`config.mk`:
```
export PLATFORM = sky130hd
export DESIGN_NAME = tmr8_top
export DESIGN_NICKNAME = d
export VERILOG_FILES = /design/src/rtl/tmr8_pkg.sv /design/src/rtl/tmr8_top.sv
export SDC_FILE = /design/constraint.sdc
export NUM_CORES = 1
export LEC_CHECK = 0
export BUFFER_PORTS_ARGS = -buffer_cell sky130_fd_sc_hd__buf_4
export CAP_MARGIN = 20
export CORE_ASPECT_RATIO = 1.25
export CORE_MARGIN = 8
export CORE_UTILIZATION = 62
export CTS_BUF_LIST = sky130_fd_sc_hd__clkbuf_8 sky130_fd_sc_hd__clkbuf_16
export CTS_CLUSTER_SIZE = 20
export DETAILED_ROUTE_END_ITERATION = 10
export PLACE_DENSITY = 0.87
export SLEW_MARGIN = 10
export SYNTH_ARGS = -nofsm -noshare
export SYNTH_HDL_FRONTEND = slang
export SYNTH_SLANG_ARGS = --single-unit
```
`constraint.sdc`:
```
create_clock -name i_mclk -period 3.9 [get_ports i_mclk]
set_input_delay 0.585 -clock i_mclk [delete_from_list [all_inputs] [get_ports i_mclk]]
set_output_delay 0.585 -clock i_mclk [all_outputs]
set_load 0.02 [all_outputs]
```
`src/rtl/tmr8_pkg.sv`:
```
// package of register map, field layout, reset values and state for the 8-bit timer
// Notes on behaviour
// RULE1: power-down bit one keeps timer disabled.
// RULE2: count and both compare values are 8-bit.
// RULE3: every request flagged, each gated by mask.
// RULE4: clock select zero stops the counter.
// RULE5: io clock default; crystal when async set.
// RULE6: bottom 0x00, max 0xff, top per mode.
// RULE7: each timer clock clears, increments or decrements.
// RULE8: cpu reads and writes count any time.
// RULE9: cpu write to count beats counting.
// RULE10: three-bit waveform mode split over controls.
// RULE11: overflow flag set at mode-dependent points.
// RULE12: match sets compare flag next timer clock.
// RULE13: flags cleared by acknowledge or writing one.
// RULE14: output from match, mode, output mode.
// RULE15: compare values double-buffered in pwm modes.
// RULE16: cpu reaches buffer when buffering active.
// RULE17: force strobe acts as match, no flag.
// RULE18: count write blocks next timer-clock match.
// RULE19: software avoids writing count equal compare.
// RULE20: software presets outputs before enabling pins.
// RULE21: output states kept across mode changes.
// RULE22: output mode writes take effect immediately.
// RULE23: mode zero counts up, overflow at wrap.
// RULE24: mode two clears on compare a match.
// RULE25: modes three, seven single-slope to top.
// RULE26: request only while flag and mask set.
package tmr8_pkg;

	// register byte offsets
	localparam logic [7:0] TMR8_OFS_CTRL_A  = 8'h00;
	localparam logic [7:0] TMR8_OFS_CTRL_B  = 8'h04;
	localparam logic [7:0] TMR8_OFS_COUNT   = 8'h08;
	localparam logic [7:0] TMR8_OFS_CMP_A   = 8'h0c;
	localparam logic [7:0] TMR8_OFS_CMP_B   = 8'h10;
	localparam logic [7:0] TMR8_OFS_FLAGS   = 8'h14;
	localparam logic [7:0] TMR8_OFS_MASK    = 8'h18;
	localparam logic [7:0] TMR8_OFS_ASYNC   = 8'h1c;
	localparam logic [7:0] TMR8_OFS_POWER   = 8'h20;

	// field positions
	localparam int TMR8_CA_WGM_LO   = 0;   // timer_control_a [1:0]
	localparam int TMR8_CA_COM_B    = 4;   // timer_control_a [5:4]
	localparam int TMR8_CA_COM_A    = 6;   // timer_control_a [7:6]
	localparam int TMR8_CB_CS       = 0;   // timer_control_b [2:0]
	localparam int TMR8_CB_WGM_HI   = 3;   // timer_control_b [3]
	localparam int TMR8_CB_FORCE_B  = 6;   // timer_control_b [6], strobe
	localparam int TMR8_CB_FORCE_A  = 7;   // timer_control_b [7], strobe
	localparam int TMR8_AS_SEL      = 5;   // async_status_register [5]
	localparam int TMR8_FL_OVF      = 0;   // flag and mask bit order
	localparam int TMR8_FL_CMP_A    = 1;
	localparam int TMR8_FL_CMP_B    = 2;

	// reset values and count limits
	localparam logic       TMR8_RST_POWER_DOWN = 1'b1;
	localparam logic [7:0] TMR8_RST_BYTE       = 8'h00;
	localparam logic [7:0] TMR8_BOTTOM         = 8'h00;
	localparam logic [7:0] TMR8_MAX            = 8'hff;

	// axi responses
	localparam logic [1:0] TMR8_RESP_OKAY   = 2'b00;
	localparam logic [1:0] TMR8_RESP_SLVERR = 2'b10;

	// waveform generation modes
	typedef enum logic [2:0] {
		TMR8_WGM_NORMAL   = 3'd0,
		TMR8_WGM_PC_MAX   = 3'd1,
		TMR8_WGM_CTC      = 3'd2,
		TMR8_WGM_FAST_MAX = 3'd3,
		TMR8_WGM_PC_CMPA  = 3'd5,
		TMR8_WGM_FAST_CMPA = 3'd7
	} tmr8_wgm_t;

	// whole state of the block, registered as one word
	typedef struct packed {
		logic       aw_got;      // write address held
		logic [7:0] aw_addr;
		logic       w_got;       // write data held
		logic [31:0] w_data;
		logic [3:0] w_strb;
		logic       awready;
		logic       wready;
		logic       bvalid;
		logic [1:0] bresp;
		logic       arready;
		logic       rvalid;
		logic [1:0] rresp;
		logic [31:0] rdata;
		logic [7:0] ctrl_a;
		logic [2:0] cs;
		logic       wgm_hi;
		logic       async_sel;
		logic       power_down;
		logic [7:0] count;
		logic       count_up;    // direction in phase-correct modes
		logic [7:0] cmp_a;       // active compare values
		logic [7:0] cmp_b;
		logic [7:0] buf_a;       // cpu-side buffers
		logic [7:0] buf_b;
		logic       block;       // match blocked for next timer clock
		logic [9:0] pre_cnt;     // prescaler
		logic       xtal_prev;   // last crystal sample
		logic       xtal_drive;
		logic [2:0] flags;
		logic [2:0] mask;
		logic [2:0] irq;
		logic       oc_a;
		logic       oc_b;
		logic       oe_a;
		logic       oe_b;
	} tmr8_state_t;

endpackage : tmr8_pkg

```
`src/rtl/tmr8_top.sv`:
```
// 8-bit timer/counter with two compare channels behind an axi4-lite slave
`timescale 1ns/1ns
`default_nettype none
module tmr8_top
	import tmr8_pkg::*;
(
	// clock and reset
	input  wire logic        i_mclk,
	input  wire logic        i_nrst,
	// axi4-lite write channels
	input  wire logic [7:0]  i_s_axi_awaddr,
	input  wire logic        i_s_axi_awvalid,
	output logic             o_s_axi_awready,
	input  wire logic [31:0] i_s_axi_wdata,
	input  wire logic [3:0]  i_s_axi_wstrb,
	input  wire logic        i_s_axi_wvalid,
	output logic             o_s_axi_wready,
	output logic [1:0]       o_s_axi_bresp,
	output logic             o_s_axi_bvalid,
	input  wire logic        i_s_axi_bready,
	// axi4-lite read channels
	input  wire logic [7:0]  i_s_axi_araddr,
	input  wire logic        i_s_axi_arvalid,
	output logic             o_s_axi_arready,
	output logic [31:0]      o_s_axi_rdata,
	output logic [1:0]       o_s_axi_rresp,
	output logic             o_s_axi_rvalid,
	input  wire logic        i_s_axi_rready,
	// interrupt requests and acknowledges, bit order ovf, cmp a, cmp b
	output logic [2:0]       o_irq,
	input  wire logic [2:0]  i_irq_ack,
	// crystal oscillator pins
	input  wire logic        i_crystal_pin_in,
	output logic             o_crystal_pin_out,
	// compare outputs and their port override enables
	output logic             o_compare_output_a,
	output logic             o_compare_output_b,
	output logic             o_compare_output_a_en,
	output logic             o_compare_output_b_en
);

	tmr8_state_t st_reg;   // present state
	tmr8_state_t st_next;  // next state

	// prescaler tap mask for a clock select value
	// the tick fires when every tapped bit of the free count is one
	function automatic logic [9:0] pre_mask(input logic [2:0] cs);
		unique case (cs)
			3'd1:    pre_mask = 10'h000;
			3'd2:    pre_mask = 10'h007;
			3'd3:    pre_mask = 10'h01f;
			3'd4:    pre_mask = 10'h03f;
			3'd5:    pre_mask = 10'h07f;
			3'd6:    pre_mask = 10'h0ff;
			3'd7:    pre_mask = 10'h3ff;
			default: pre_mask = 10'h000;
		endcase
	endfunction : pre_mask

	// next compare output state for one channel
	// hit is the unblocked match, wrap the restart at bottom
	// pwm output mode two is non-inverting, three inverting
	function automatic logic oc_step(input logic oc, input logic hit, input logic [1:0] com,
		input logic fast, input logic phase, input logic wrap, input logic up);
		oc_step = oc;
		if (fast) begin
			// set or clear at bottom, reversed on match
			if (hit && com == 2'd2) oc_step = 1'b0;
			if (hit && com == 2'd3) oc_step = 1'b1;
			if (wrap && com == 2'd2) oc_step = 1'b1;
			if (wrap && com == 2'd3) oc_step = 1'b0;
		end else if (phase) begin
			// match while up clears, while down sets (non-inverting)
			if (hit && com == 2'd2) oc_step = ~up;
			if (hit && com == 2'd3) oc_step = up;
		end else if (hit) begin
			// non-pwm: toggle, clear or set
			unique case (com)
				2'd1:    oc_step = ~oc;
				2'd2:    oc_step = 1'b0;
				2'd3:    oc_step = 1'b1;
				default: oc_step = oc;
			endcase
		end
	endfunction : oc_step

	// register read mux
	// strobes and unused bits read back as zero
	function automatic logic [31:0] rd_mux(input tmr8_state_t s, input logic [7:0] a, input logic pwm);
		rd_mux = 32'h0000_0000;
		unique case (a)
			TMR8_OFS_CTRL_A: rd_mux[7:0] = s.ctrl_a;
			TMR8_OFS_CTRL_B: rd_mux[7:0] = {4'h0, s.wgm_hi, s.cs};
			TMR8_OFS_COUNT:  rd_mux[7:0] = s.count;
			TMR8_OFS_CMP_A:  rd_mux[7:0] = pwm ? s.buf_a : s.cmp_a;
			TMR8_OFS_CMP_B:  rd_mux[7:0] = pwm ? s.buf_b : s.cmp_b;
			TMR8_OFS_FLAGS:  rd_mux[2:0] = s.flags;
			TMR8_OFS_MASK:   rd_mux[2:0] = s.mask;
			TMR8_OFS_ASYNC:  rd_mux[TMR8_AS_SEL] = s.async_sel;
			TMR8_OFS_POWER:  rd_mux[0] = s.power_down;
			default:         rd_mux = 32'h0000_0000;
		endcase
	endfunction : rd_mux

	// address decode shared by read and write paths
	// refuses unaligned and out-of-range byte addresses
	function automatic logic is_mapped(input logic [7:0] a);
		is_mapped = (a[1:0] == 2'b00) && (a <= TMR8_OFS_POWER);
	endfunction : is_mapped

	// next state: bus slave, prescaler, counter, compare and waveform
	always_comb begin
		logic [2:0]  wgm;
		logic        fast;
		logic        phase;
		logic        ctc;
		logic        pwm;
		logic        src;
		logic        tick;
		logic [7:0]  top;
		logic        eq_a;
		logic        eq_b;
		logic        hit_a;
		logic        hit_b;
		logic        wrap;
		logic        at_top;
		logic [2:0]  fl_set;
		logic [2:0]  fl_clr;
		logic        do_wr;
		logic [7:0]  wb;
		// every local gets a value first, so none is held over
		st_next = st_reg;
		src     = 1'b0;
		eq_a    = 1'b0;
		eq_b    = 1'b0;
		wgm     = {st_reg.wgm_hi, st_reg.ctrl_a[TMR8_CA_WGM_LO +: 2]};  // RULE10
		fast    = (wgm[1:0] == 2'd3);
		phase   = (wgm[1:0] == 2'd1);
		ctc     = (wgm == TMR8_WGM_CTC);
		pwm     = fast || phase;
		top     = wgm[2] ? st_reg.cmp_a : TMR8_MAX;  // RULE6 RULE25
		fl_set  = 3'b000;
		fl_clr  = i_irq_ack;  // RULE13
		wrap    = 1'b0;
		at_top  = 1'b0;
		hit_a   = 1'b0;
		hit_b   = 1'b0;
		do_wr   = 1'b0;
		wb      = 8'h00;

		// timer clock source: io clock or rising crystal edge, then prescaler
		// hazard: crystal pulses shorter than one clock are lost
		// a stopped or powered-down timer also restarts its prescaler
		st_next.xtal_prev  = i_crystal_pin_in;
		st_next.xtal_drive = st_reg.async_sel & ~i_crystal_pin_in;
		src  = st_reg.async_sel ? (i_crystal_pin_in & ~st_reg.xtal_prev) : 1'b1;  // RULE5
		tick = 1'b0;
		if (st_reg.power_down || st_reg.cs == 3'd0) begin
			st_next.pre_cnt = 10'h000;  // RULE1 RULE4
		end else if (src) begin
			tick = ((st_reg.pre_cnt & pre_mask(st_reg.cs)) == pre_mask(st_reg.cs));
			st_next.pre_cnt = st_reg.pre_cnt + 10'h001;
		end

		// continuous comparison on 8-bit values, also while stopped
		// the result is only acted on at a timer clock
		eq_a = (st_reg.count == st_reg.cmp_a);  // RULE2
		eq_b = (st_reg.count == st_reg.cmp_b);

		// one timer clock step
		// flags set one timer clock after equality is seen
		// a count write before this step cancels both matches once
		if (tick) begin
			hit_a = eq_a && !st_reg.block;  // RULE18
			hit_b = eq_b && !st_reg.block;  // RULE18
			st_next.block = 1'b0;
			fl_set[TMR8_FL_CMP_A] = hit_a;  // RULE12
			fl_set[TMR8_FL_CMP_B] = hit_b;  // RULE12
			if (fast) begin
				// single slope, restart at bottom after top
				// top is max or compare a, picked by the high mode bit
				wrap = (st_reg.count == top);  // RULE25
				st_next.count = wrap ? TMR8_BOTTOM : st_reg.count + 8'h01;  // RULE7
				fl_set[TMR8_FL_OVF] = wrap;  // RULE11
			end else if (phase) begin
				// dual slope, turn at top and bottom
				// direction flips at the turns, overflow at the bottom turn
				if (st_reg.count_up) begin
					at_top = (st_reg.count == top);
					st_next.count_up = ~at_top;
					st_next.count = at_top ? st_reg.count - 8'h01 : st_reg.count + 8'h01;  // RULE7
				end else begin
					wrap = (st_reg.count == TMR8_BOTTOM);
					st_next.count_up = wrap;
					st_next.count = wrap ? st_reg.count + 8'h01 : st_reg.count - 8'h01;
					fl_set[TMR8_FL_OVF] = wrap;  // RULE11
				end
			end else if (ctc && hit_a) begin
				// unbuffered: a compare value below count waits for the wrap
				st_next.count = TMR8_BOTTOM;  // RULE24
			end else begin
				// normal and ctc below top: count up, overflow wrapping max
				st_next.count = st_reg.count + 8'h01;  // RULE23
				fl_set[TMR8_FL_OVF] = (st_reg.count == TMR8_MAX);  // RULE11 RULE23
			end
			// buffered compare values move at bottom (fast) or top (phase)
			// this keeps pwm pulses whole when software changes a value
			if ((fast && wrap) || (phase && at_top)) begin
				st_next.cmp_a = st_reg.buf_a;  // RULE15
				st_next.cmp_b = st_reg.buf_b;  // RULE15
			end
			// waveform generator
			st_next.oc_a = oc_step(st_reg.oc_a, hit_a, st_reg.ctrl_a[TMR8_CA_COM_A +: 2], fast, phase, wrap,
				st_reg.count_up);  // RULE14
			st_next.oc_b = oc_step(st_reg.oc_b, hit_b, st_reg.ctrl_a[TMR8_CA_COM_B +: 2], fast, phase, wrap,
				st_reg.count_up);  // RULE14
		end

		// axi write address and data, taken in either order
		// a waiting response holds off new address and data items
		// unmapped or unaligned writes are still answered
		if (i_s_axi_awvalid && st_reg.awready) begin
			st_next.aw_got  = 1'b1;
			st_next.aw_addr = i_s_axi_awaddr;
		end
		if (i_s_axi_wvalid && st_reg.wready) begin
			st_next.w_got  = 1'b1;
			st_next.w_data = i_s_axi_wdata;
			st_next.w_strb = i_s_axi_wstrb;
		end
		if (st_reg.bvalid && i_s_axi_bready) begin
			st_next.bvalid = 1'b0;
		end
		if (st_reg.aw_got && st_reg.w_got && !st_reg.bvalid) begin
			st_next.aw_got = 1'b0;
			st_next.w_got  = 1'b0;
			st_next.bvalid = 1'b1;
			st_next.bresp  = is_mapped(st_reg.aw_addr) ? TMR8_RESP_OKAY : TMR8_RESP_SLVERR;
			do_wr = st_reg.w_strb[0];
			wb    = st_reg.w_data[7:0];
		end

		// register write effects, applied after counting so the cpu wins
		// a write with the low strobe clear is answered but stores nothing
		if (do_wr) begin
			unique case (st_reg.aw_addr)
				TMR8_OFS_CTRL_A: st_next.ctrl_a = wb;  // RULE21 RULE22
				TMR8_OFS_CTRL_B: begin
					st_next.cs     = wb[TMR8_CB_CS +: 3];
					st_next.wgm_hi = wb[TMR8_CB_WGM_HI];
					// force strobes act only outside pwm modes, no flag, no count change
					// they are never stored, so they read back as zero
					if (!pwm && wb[TMR8_CB_FORCE_A]) begin
						st_next.oc_a = oc_step(st_reg.oc_a, 1'b1, st_reg.ctrl_a[TMR8_CA_COM_A +: 2], 1'b0, 1'b0,
							1'b0, 1'b1);  // RULE17
					end
					if (!pwm && wb[TMR8_CB_FORCE_B]) begin
						st_next.oc_b = oc_step(st_reg.oc_b, 1'b1, st_reg.ctrl_a[TMR8_CA_COM_B +: 2], 1'b0, 1'b0,
							1'b0, 1'b1);  // RULE17
					end
				end
				TMR8_OFS_COUNT: begin
					// cpu write also arms the match block
					st_next.count = wb;  // RULE8 RULE9
					st_next.block = 1'b1;  // RULE18
				end
				TMR8_OFS_CMP_A: begin
					st_next.buf_a = wb;  // RULE16
					if (!pwm) st_next.cmp_a = wb;  // RULE15 RULE16
				end
				TMR8_OFS_CMP_B: begin
					st_next.buf_b = wb;  // RULE16
					if (!pwm) st_next.cmp_b = wb;  // RULE15 RULE16
				end
				TMR8_OFS_FLAGS: fl_clr = fl_clr | wb[2:0];  // RULE13
				TMR8_OFS_MASK:  st_next.mask = wb[2:0];  // RULE3
				TMR8_OFS_ASYNC: st_next.async_sel = wb[TMR8_AS_SEL];  // RULE5
				TMR8_OFS_POWER: st_next.power_down = wb[0];  // RULE1
				default: ;  // unmapped: nothing stored
			endcase
		end
		// ready drops once an item is held or a response waits
		st_next.awready = ~st_next.aw_got & ~st_next.bvalid;
		st_next.wready  = ~st_next.w_got & ~st_next.bvalid;

		// flags: a setting event wins over a clear in the same cycle
		// the request is registered from the new flags and mask, so it changes with them
		st_next.flags = (st_reg.flags & ~fl_clr) | fl_set;  // RULE3 RULE12
		st_next.irq   = st_next.flags & st_next.mask;  // RULE26

		// port override enables follow output mode at once
		// they use the new output mode, so a write acts without delay
		st_next.oe_a = (st_next.ctrl_a[TMR8_CA_COM_A +: 2] != 2'd0);  // RULE22
		st_next.oe_b = (st_next.ctrl_a[TMR8_CA_COM_B +: 2] != 2'd0);  // RULE22

		// axi read: one outstanding, answer one cycle after address taken
		// read data is captured at the address edge and held to rready
		if (st_reg.rvalid && i_s_axi_rready) begin
			st_next.rvalid  = 1'b0;
			st_next.arready = 1'b1;
		end
		if (i_s_axi_arvalid && st_reg.arready) begin
			st_next.arready = 1'b0;
			st_next.rvalid  = 1'b1;
			st_next.rdata   = rd_mux(st_reg, i_s_axi_araddr, pwm);
			st_next.rresp   = is_mapped(i_s_axi_araddr) ? TMR8_RESP_OKAY : TMR8_RESP_SLVERR;
		end
	end

	// state register, cleared to constants by reset
	// the timer starts powered down, so software must enable it
	// ready signals start high so the first request is taken at once
	always_ff @(posedge i_mclk or negedge i_nrst) begin
		if (!i_nrst) begin
			st_reg            <= '0;
			st_reg.awready    <= 1'b1;
			st_reg.wready     <= 1'b1;
			st_reg.arready    <= 1'b1;
			st_reg.count_up   <= 1'b1;
			st_reg.power_down <= TMR8_RST_POWER_DOWN;  // RULE1
			st_reg.count      <= TMR8_RST_BYTE;
		end else begin
			st_reg <= st_next;
		end
	end

	// outputs straight from the state register
	// no logic stands between the state register and the pins
	assign o_s_axi_awready       = st_reg.awready;
	assign o_s_axi_wready        = st_reg.wready;
	assign o_s_axi_bresp         = st_reg.bresp;
	assign o_s_axi_bvalid        = st_reg.bvalid;
	assign o_s_axi_arready       = st_reg.arready;
	assign o_s_axi_rdata         = st_reg.rdata;
	assign o_s_axi_rresp         = st_reg.rresp;
	assign o_s_axi_rvalid        = st_reg.rvalid;
	assign o_irq                 = st_reg.irq;
	assign o_crystal_pin_out     = st_reg.xtal_drive;
	assign o_compare_output_a    = st_reg.oc_a;
	assign o_compare_output_b    = st_reg.oc_b;
	assign o_compare_output_a_en = st_reg.oe_a;
	assign o_compare_output_b_en = st_reg.oe_b;

endmodule : tmr8_top
`default_nettype wire

```
## After elaboration in Yosys (flattened, before gate mapping)

Index checks and enable logic that the tools add are counted.

- Register bits: 144
- Bits of input ports: 63
- Output and inout bits: 49
- Word-level logic and storage cells: 239

- Add/sub/neg operators: 3
- Order comparisons: 2
- Equal/unequal tests: 36
- Muxes and demuxes: 95
- Bitwise gates (word level): 20
- Reduce and logical (&&, ||, !) cells: 47

Operator list:

| kind | count |
|---|---|
| 2-to-1 mux 8 bit | 18 |
| equality test 8 x 5 -> 1 bit (second input constant) | 8 |
| one-hot mux 10 bit (6 select lines) | 1 |
| 2-to-1 mux 1 bit | 44 |
| 2-to-1 mux 10 bit | 4 |
| 2-to-1 mux 37 bit | 1 |
| 2-to-1 mux 36 bit | 1 |
| 2-to-1 mux 33 bit | 1 |
| equality test 8 x 4 -> 1 bit (second input constant) | 4 |
| 2-to-1 mux 25 bit | 1 |
| equality test 8 bit | 3 |
| logical AND 1 bit | 24 |
| logical NOT 8 bit | 3 |
| 2-to-1 mux 22 bit | 1 |
| 2-to-1 mux 3 bit | 6 |
| 2-to-1 mux 9 bit | 2 |
| equality test 8 x 3 -> 1 bit (second input constant) | 2 |
| equality test 8 x 6 -> 1 bit (second input constant) | 2 |
| less-or-equal comparator 8 x 6 -> 1 bit (second input constant) | 2 |
| 2-to-1 mux 16 bit | 1 |
| one-hot mux 2 bit (7 select lines) | 1 |
| equality test 3 bit (second input constant) | 4 |
| 2-to-1 mux 2 bit | 6 |
| AND reduction 2 bit | 6 |
| other kinds (26) | 57 |

## Longest topological paths before layout

Gate-level depths: netlist of run 1.

- Depth after elaboration: 18
- Depth in mapped cells: 10
- Mapped depth without buffers: 9

## Worst setup path before layout of run 1

OpenSTA, ideal clock, no wires.

- Path kind: input-to-reg
- Start point: input i_s_axi_araddr[5]
- End point: register st_reg (netlist bit o_s_axi_rdata[7])
- Setup time: 0.077 ns
- Arrival time: 2.268 ns
- Required time: 3.823 ns
- Setup slack: 1.555 ns
- Cell stages on the path: 8
- Path buffers: 1
- Cells stage by stage: or4_4 -> or4b_1 -> buf_2 -> nor2_4 -> a221oi_1 -> nor2_1 -> a221oi_1 -> o21ai_1

- Word-level cells in the longest chain between the ends: 2
- Elaborated cells between the ends (all ways): 5
- Those cells by class: eq/ne: 3; mux: 1; reduce/logical: 1

RTL lines:

| element | line | RTL |
|---|---|---|
| start: declaration | tmr8_top.sv:22 | `input wire logic [7:0] i_s_axi_araddr,` |
| equality test 8 x 5 -> 1 bit (tied with other cells) | tmr8_top.sv:91 | `unique case (a)` |
| one-hot mux 2 bit (4 select lines) (*) | tmr8_top.sv:91 |  |
| end signal: assignment | tmr8_top.sv:323 | `st_reg <= st_next;` |
| end: declaration | tmr8_top.sv:42 | `tmr8_state_t st_reg;` |

Mark *: on every way between the ends. The rest lies on a longest branch, timed or not.
A chain may end at the register's enable or synchronous reset.

==> results of run 1 <==
-- worst max-delay path, stage by stage, from the launching register on --
cell and delay [ns]:
dfrtp_1 0.72, inv_4 0.09, a222oi_1 0.44, nand2_1 0.29
o31ai_4 0.59, nor2_1 0.10, o31ai_1 0.68, a21boi_1 0.22
-- path summary, 6_finish.rpt --
path | endpoint | slack (ns) | cells after the start
setup / recovery | o_irq[0]$_DFF_PN0_ | 0.57 | 7
hold / removal | st_reg[62]$_DFF_PN0_ | 0.28 | 1
setup reg to reg | o_irq[0]$_DFF_PN0_ | 0.57 | 7
hold reg to reg | o_s_axi_wready$_DFF_PN1_ | 0.46 | 1
max in group asynchronous | o_s_axi_arready$_DFFE_PN1P_ | 2.73 | 2
min in group i_mclk | st_reg[14]$_DFF_PN0_ | 0.29 | 1
-- layout by cell type (no fill, tap or decap), types with 17 or more instances in the layout --
| master | synthesis | layout |
|---|---|---|
| mux2i_1 | 29 | 29 |
| nand2_1 | 86 | 86 |
| dfrtp_1 | 110 | 110 |
| mux2_2 | 29 | 29 |
| nand3_1 | 28 | 28 |
| inv_1 | 19 | 21 |
| nor2_1 | 48 | 48 |
| nor3_1 | 19 | 19 |
| o21ai_0 | 49 | 49 |
| buf_4 | 42 | 68 |
| a21oi_1 | 19 | 19 |
| clkbuf_16 | 0 | 17 |
| conb_1 | 1 | 26 |
-- report_power, final --
part	switching, uW	internal (uW)
combinational	535	390
sequential	297	1420
clock	571	1020
total	1400	2820
-- per-layer routing --
metal	vias up	wire length, um	global-route usage [%]
li1	2572	-	-
met1	2803	7278	32.20
met2	393	9323	43.02
met3	76	1830	6.365
met4	0	702	13.54
met5	-	0	0
-- cell usage after synthesis (8+ instances only) --
| cell | instances |
|---|---|
| dfrtp_1 | 110 |
| nand2_1 | 86 |
| o21ai_0 | 49 |
| nor2_1 | 48 |
| buf_4 | 42 |
| mux2_2 | 29 |
| mux2i_1 | 29 |
| nand3_1 | 28 |
| a21oi_1 | 19 |
| inv_1 | 19 |
| nor3_1 | 19 |
| o21ai_1 | 16 |
| clkbuf_1 | 15 |
| xnor2_1 | 12 |
| a221oi_1 | 11 |
| and3_1 | 10 |
| xor2_1 | 9 |
| a31oi_1 | 8 |
| nand2b_1 | 8 |
-- layout make-up --
| cell class | count | area, um2 | share of cell area, % |
|---|---|---|---|
| clock buffer | 18 | 439.2 | 5.777 |
| clock inverter | 13 | 161.4 | 2.123 |
| inverter | 21 | 81.33 | 1.070 |
| multi-input combinational | 526 | 3361 | 44.21 |
| sequential | 115 | 2884 | 37.94 |
| tap | 132 | 165.2 | 2.172 |
| timing repair buffer | 68 | 510.5 | 6.715 |
-- kinds of logic after synthesis --
logic type / after synthesis / synth area share (%)
and+or+nand+nor: 253 / 18.74
AOI/OAI and AO/OA: 164 / 16.84
DFF: 115 / 42.65
buffers and inverters: 95 / 9.139
muxes: 58 / 9.121
xor gates and xnor gates: 21 / 2.720
adders and majority gates: 4 / 0.7401
other: 1 / 0.05545
-- through the flow --
step | setup WS [ns] | instances
after floorplan | 1.555 | 736
after global placement | 0.8491 | 862
after detailed placement | 0.7991 | 862
after CTS | 0.7580 | 893
after global routing | 0.4363 | 893
final | 0.5734 | 893
==> impl_metrics.csv, run 1 <==
group,metric,value,unit
clock_network,insertion_delay,0.42,ns
yosys,synthArstFlopShare,100.0,%
placed_design,dpl-instance-area,7002,um2
sta,hold_ws,0.2806,ns
clock_network,cts_tree,"yes",
finish,design_area,7602,um2
clock_network,postCtsSetupRepairBufs,0,
pwr,total_power,4226,uW
clock_network,htree_levels,4,
yosys,ys.warnings.count,0,
yosys,syn-cell-area,6763,um2
sta,slew_headroom,36.89,%
clock_network,cts_made_buffers,17,
sta,max_slew.worst_pin.slew,0.9432,ns
finish,drive_above_1_share,20.89,%
setup_path,worstSetupStartpoint,"st_reg[63]$_DFF_PN0_",
setup_path,crit_path_max_fanout,12,
sta,final.setup.tns,0,ns
pwr,powerDensity,555.9,nW/um2
setup_path,arrival,3.57,ns
sta,rsz0062_at_grt,"false",
sta,finalSetupViolations,0,
detailed_routing,drc,0,
detailed_routing,firstDrtPassIters,7,
sta,hold_viol,0,
yosys,netlist.area_leader.share,40.70,%
finish,n_fill_cell,751,
clock_network,clk_pin_slew,0.06,ns
finish,postLayoutCoreUtil,71.62,%
global_routing,grt_pass1_wl,30250,um
yosys,ys_seq_area_share,42.65,%
floorplanning,core,10620,um2
setup_path,path_class,"flip-flop to flip-flop",
pwr,vdd_drop_max,456.2,uV
floorplanning,initial_core_util,63.71,%
yosys,synth-seq-cells,115,
yosys,yosysUniqueCellTypes,87,
sta,finClkSkew,0.01025,ns
setup_path,cp-start-kind,"flip-flop",
sta,period_share,85.30,%
finish,area_delta_synth_final,12.41,%
yosys,avgSynthCellArea,9.512,um2
clock_network,ctsHoldBuffers,0,
yosys,synth_cells,711,
setup_path,end_kind,"flip-flop",
run_status,status,"completed",
global_routing,grt_max_degree,68,
detailed_routing,drt-initial-drc-count,502,
hold_path,hp-class,"primary input to async pin",
floorplanning,die-area,14530,um2
floorplanning,die_w,109.4,um
finish,nets,816,
floorplanning,dieHeight,132.8,um
detailed_routing,routed_via_density,6.544,
placed_design,portBuffers,58,
pwr,p_leak,0.003300,uW
global_routing,globalRouteOverflowTotal,0,
finish,largest_reg_flops,92,
sta,max_clock_freq,300.6,MHz
clock_network,clkSinkCount,115,
floorplanning,num_io_pins,112,
placed_design,dp_hpwl,13260,um
clock_network,cts_root_buf,"clkbuf_16",
yosys,synth_top_area_cell,"dfrtp_1",
global_routing,grt_pass1_vias,5847,
sta,period_minus_slack,3.327,ns
global_routing,grt_usage,26.72,%
sta,slew_violations,0,
detailed_routing,vias,5844,
setup_path,cp_data_required_time,4.14,ns
finish,n_antenna_cell,0,
clock_network,cts_resized,0,
detailed_routing,drt_wl_total,19130,um
clock_network,clock_path_buffers,2,
detailed_routing,ant_nets,0,
setup_path,r2r_start,"st_reg[63]$_DFF_PN0_",
detailed_routing,wl_per_cell,21.43,um
placed_design,gp_congestion,0.9760,
global_routing,antenna_found_initial,0,
yosys,synthTopCellsByArea,"dfrtp_1 (41%), mux2_2 (4.8%), nand2_1 (4.8%)",
yosys,synth_edf_count,0,
flow_run,cap_violations,0,
floorplanning,fp-row-count,42,
yosys,synthFlopType,"dfrtp_1",
Note: power is estimated with default switching activity, not from simulation.
==> run 2, diff against run 1 <==
--- a/config.mk
+++ b/config.mk
@@ -9,11 +9,11 @@
 export CAP_MARGIN = 20
 export CORE_ASPECT_RATIO = 1.25
 export CORE_MARGIN = 8
-export CORE_UTILIZATION = 62
+export CORE_UTILIZATION = 61
 export CTS_BUF_LIST = sky130_fd_sc_hd__clkbuf_8 sky130_fd_sc_hd__clkbuf_16
 export CTS_CLUSTER_SIZE = 20
 export DETAILED_ROUTE_END_ITERATION = 10
-export PLACE_DENSITY = 0.87
+export PLACE_DENSITY = 0.85
 export SLEW_MARGIN = 10
 export SYNTH_ARGS = -nofsm -noshare
 export SYNTH_HDL_FRONTEND = slang
==> run 2 against run 1 <==
  * Maximum frequency is 4.8% higher
  * Critical path type unchanged
  * Core utilization decreased by 2.0 points
  * Routed wire length up 2.7%
  * Largest cell class unchanged
  * Setup slack better by 0.15 ns
  * Via count increased by 0.80%
  * Critical endpoint unchanged
  * Flip-flop and latch count unchanged
  * Register-to-register slack improved by 0.15 ns
==> impl_metrics.csv, run 2 (synthesis results as in run 1) <==
group,metric,value,unit
finish,final_cell_mix,"dfrtp_1 (110), nand2_1 (86), buf_4 (68)",
detailed_routing,ant_nets,0,
clock_network,clock_path_buffers,2,
sta,slew_violations,0,
finish,multiInputGateArea,3361,um2
setup_path,cp-start-kind,"flip-flop",
finish,area_delta_synth_final,12.99,%
floorplanning,fp-row-count,43,
global_routing,grt_max_degree,66,
detailed_routing,drt-initial-drc-count,627,
setup_path,r2r_setup_slack,0.72,ns
setup_path,cp_data_required_time,4.15,ns
sta,final.setup.tns,0,ns
clock_network,cts_resized,0,
sta,period_minus_slack,3.175,ns
detailed_routing,firstDrtPassIters,6,
setup_path,cpMaxStageDelayCell,"a2111oi_0",
finish,nets,816,
setup_path,crit_end,"o_irq[0]$_DFF_PN0_",
clock_network,insertion_delay,0.41,ns
setup_path,max_stage_delay,0.62,ns
setup_path,r2r_start,"st_reg[65]$_DFF_PN0_",
pwr,powerDensity,566.7,nW/um2
setup_path,critPathTopFamily,"compound AO/OA/AOI/OAI gates",
setup_path,crit_path_max_fanout,11,
flow_run,cap_violations,0,
sta,rsz0062_at_grt,"false",
floorplanning,num_io_pins,112,
floorplanning,initial_core_util,61.62,%
global_routing,grt_pass1_vias,5838,
floorplanning,die-area,14730,um2
clock_network,cts_made_buffers,17,
clock_network,postCtsSetupRepairBufs,0,
clock_network,clkSinkCount,115,
global_routing,globalRouteOverflowTotal,0,
floorplanning,core,10980,um2
clock_network,cts_root_buf,"clkbuf_16",
sta,finClkSkew,0.009373,ns
run_status,status,"completed",
setup_path,path_cells,"inv_1 > a2111oi_0 > nand3_2 > o31ai_4 > nor2_1 > o31ai_1 > a21boi_1",
setup_path,path_class,"flip-flop to flip-flop",
floorplanning,dieHeight,133.7,um
finish,mostFrequentLayoutCell,"dfrtp_1",
setup_path,end_kind,"flip-flop",
finish,largest_reg_flops,92,
pwr,vdd_drop_max,488.2,uV
finish,drive_above_1_share,21.00,%
global_routing,antenna_found_initial,0,
finish,n_antenna_cell,0,
detailed_routing,routed_via_density,6.567,
setup_path,arrival,3.43,ns
setup_path,cp.depth,7,
finish,n_fill_cell,814,
pwr,p_leak,0.003318,uW
hold_path,hp-class,"primary input to async pin",
global_routing,grt_usage,27.08,%
clock_network,htree_levels,4,
detailed_routing,drc,0,
pwr,total_power,4330,uW
floorplanning,die_w,110.2,um
sta,finalSetupViolations,0,
detailed_routing,wl_per_cell,21.91,um
setup_path,r2r_end,"o_irq[0]$_DFF_PN0_",
placed_design,dp_hpwl,13430,um
finish,final-seq-area,2884,um2
clock_network,cts_tree,"yes",
sta,max_slew.worst_pin.slew,1.063,ns
sta,period_share,81.41,%
setup_path,reg2reg_depth,7,
placed_design,gp_congestion,0.9833,
global_routing,grt_pass1_wl,30830,um
placed_design,portBuffers,58,
setup_path,worstSetupStartpoint,"st_reg[65]$_DFF_PN0_",
detailed_routing,drt_wl_total,19660,um
sta,max_clock_freq,315.0,MHz
sta,slew_headroom,28.85,%
detailed_routing,vias,5891,
clock_network,clk_pin_slew,0.06,ns
sta,hold_viol,0,
clock_network,ctsHoldBuffers,0,
setup_path,path_buf_inv,1,
## run 2: cell count changes in the layout (fill, tap and decap cells not counted), sizes merged
cell and delta:
clkinv -1, bufinv +1, clkbuf +1
## run 2: how the worst min path moves through the flow
stage,end,slack [ns],cells past startpoint
after floorplan,o_compare_output_a$_DFF_PN0_,0.29,0
after global placement,o_s_axi_wready$_DFF_PN1_,0.44,1
after detailed placement,o_s_axi_wready$_DFF_PN1_,0.46,1
after CTS,st_reg[14]$_DFF_PN0_,0.29,1
after global routing,st_reg[14]$_DFF_PN0_,0.29,1
final,st_reg[20]$_DFFE_PN0P_,0.26,1
## run 2: through the flow
stage | utilization (%) | cell area [um2] | worst slack [ns] | instances | hold slack (ns)
6_report | 69.62 | 7641 | 0.7249 | 897 | 0.2650
5_1_grt | 69.62 | 7641 | 0.5767 | 897 | 0.2933
4_1_cts | 69.62 | 7641 | 0.8138 | 897 | 0.2923
3_5_place_dp | 63.83 | 7005 | 0.8630 | 865 | 0.4574
3_3_place_gp | 63.83 | 7005 | 0.9608 | 865 | 0.4436
2_1_floorplan | - | 6857 | 1.555 | 736 | 0.2894
## run 2: layer usage
layer | global-route usage [%] | wire (um)
met1 | 33.81 | 7367
met2 | 43.76 | 9546
met3 | 5.703 | 2016
met4 | 11.80 | 726
met5 | 0 | 0
## run 2: where the power goes
part           internal (uW)  switching [uW]  total (uW)
Clock                   1100             575        1680
Sequential              1420             303        1720
Combinational            391             542         933
Total                   2910            1420        4330
## run 2: layout make-up
type / instances / area share [%]
clock buffer: 19 / 5.928
tap: 135 / 2.211
timing repair buffer: 68 / 6.681
clock inverter: 13 / 2.391
inverter: 21 / 1.064
multi-input combinational: 526 / 43.98
sequential: 115 / 37.74
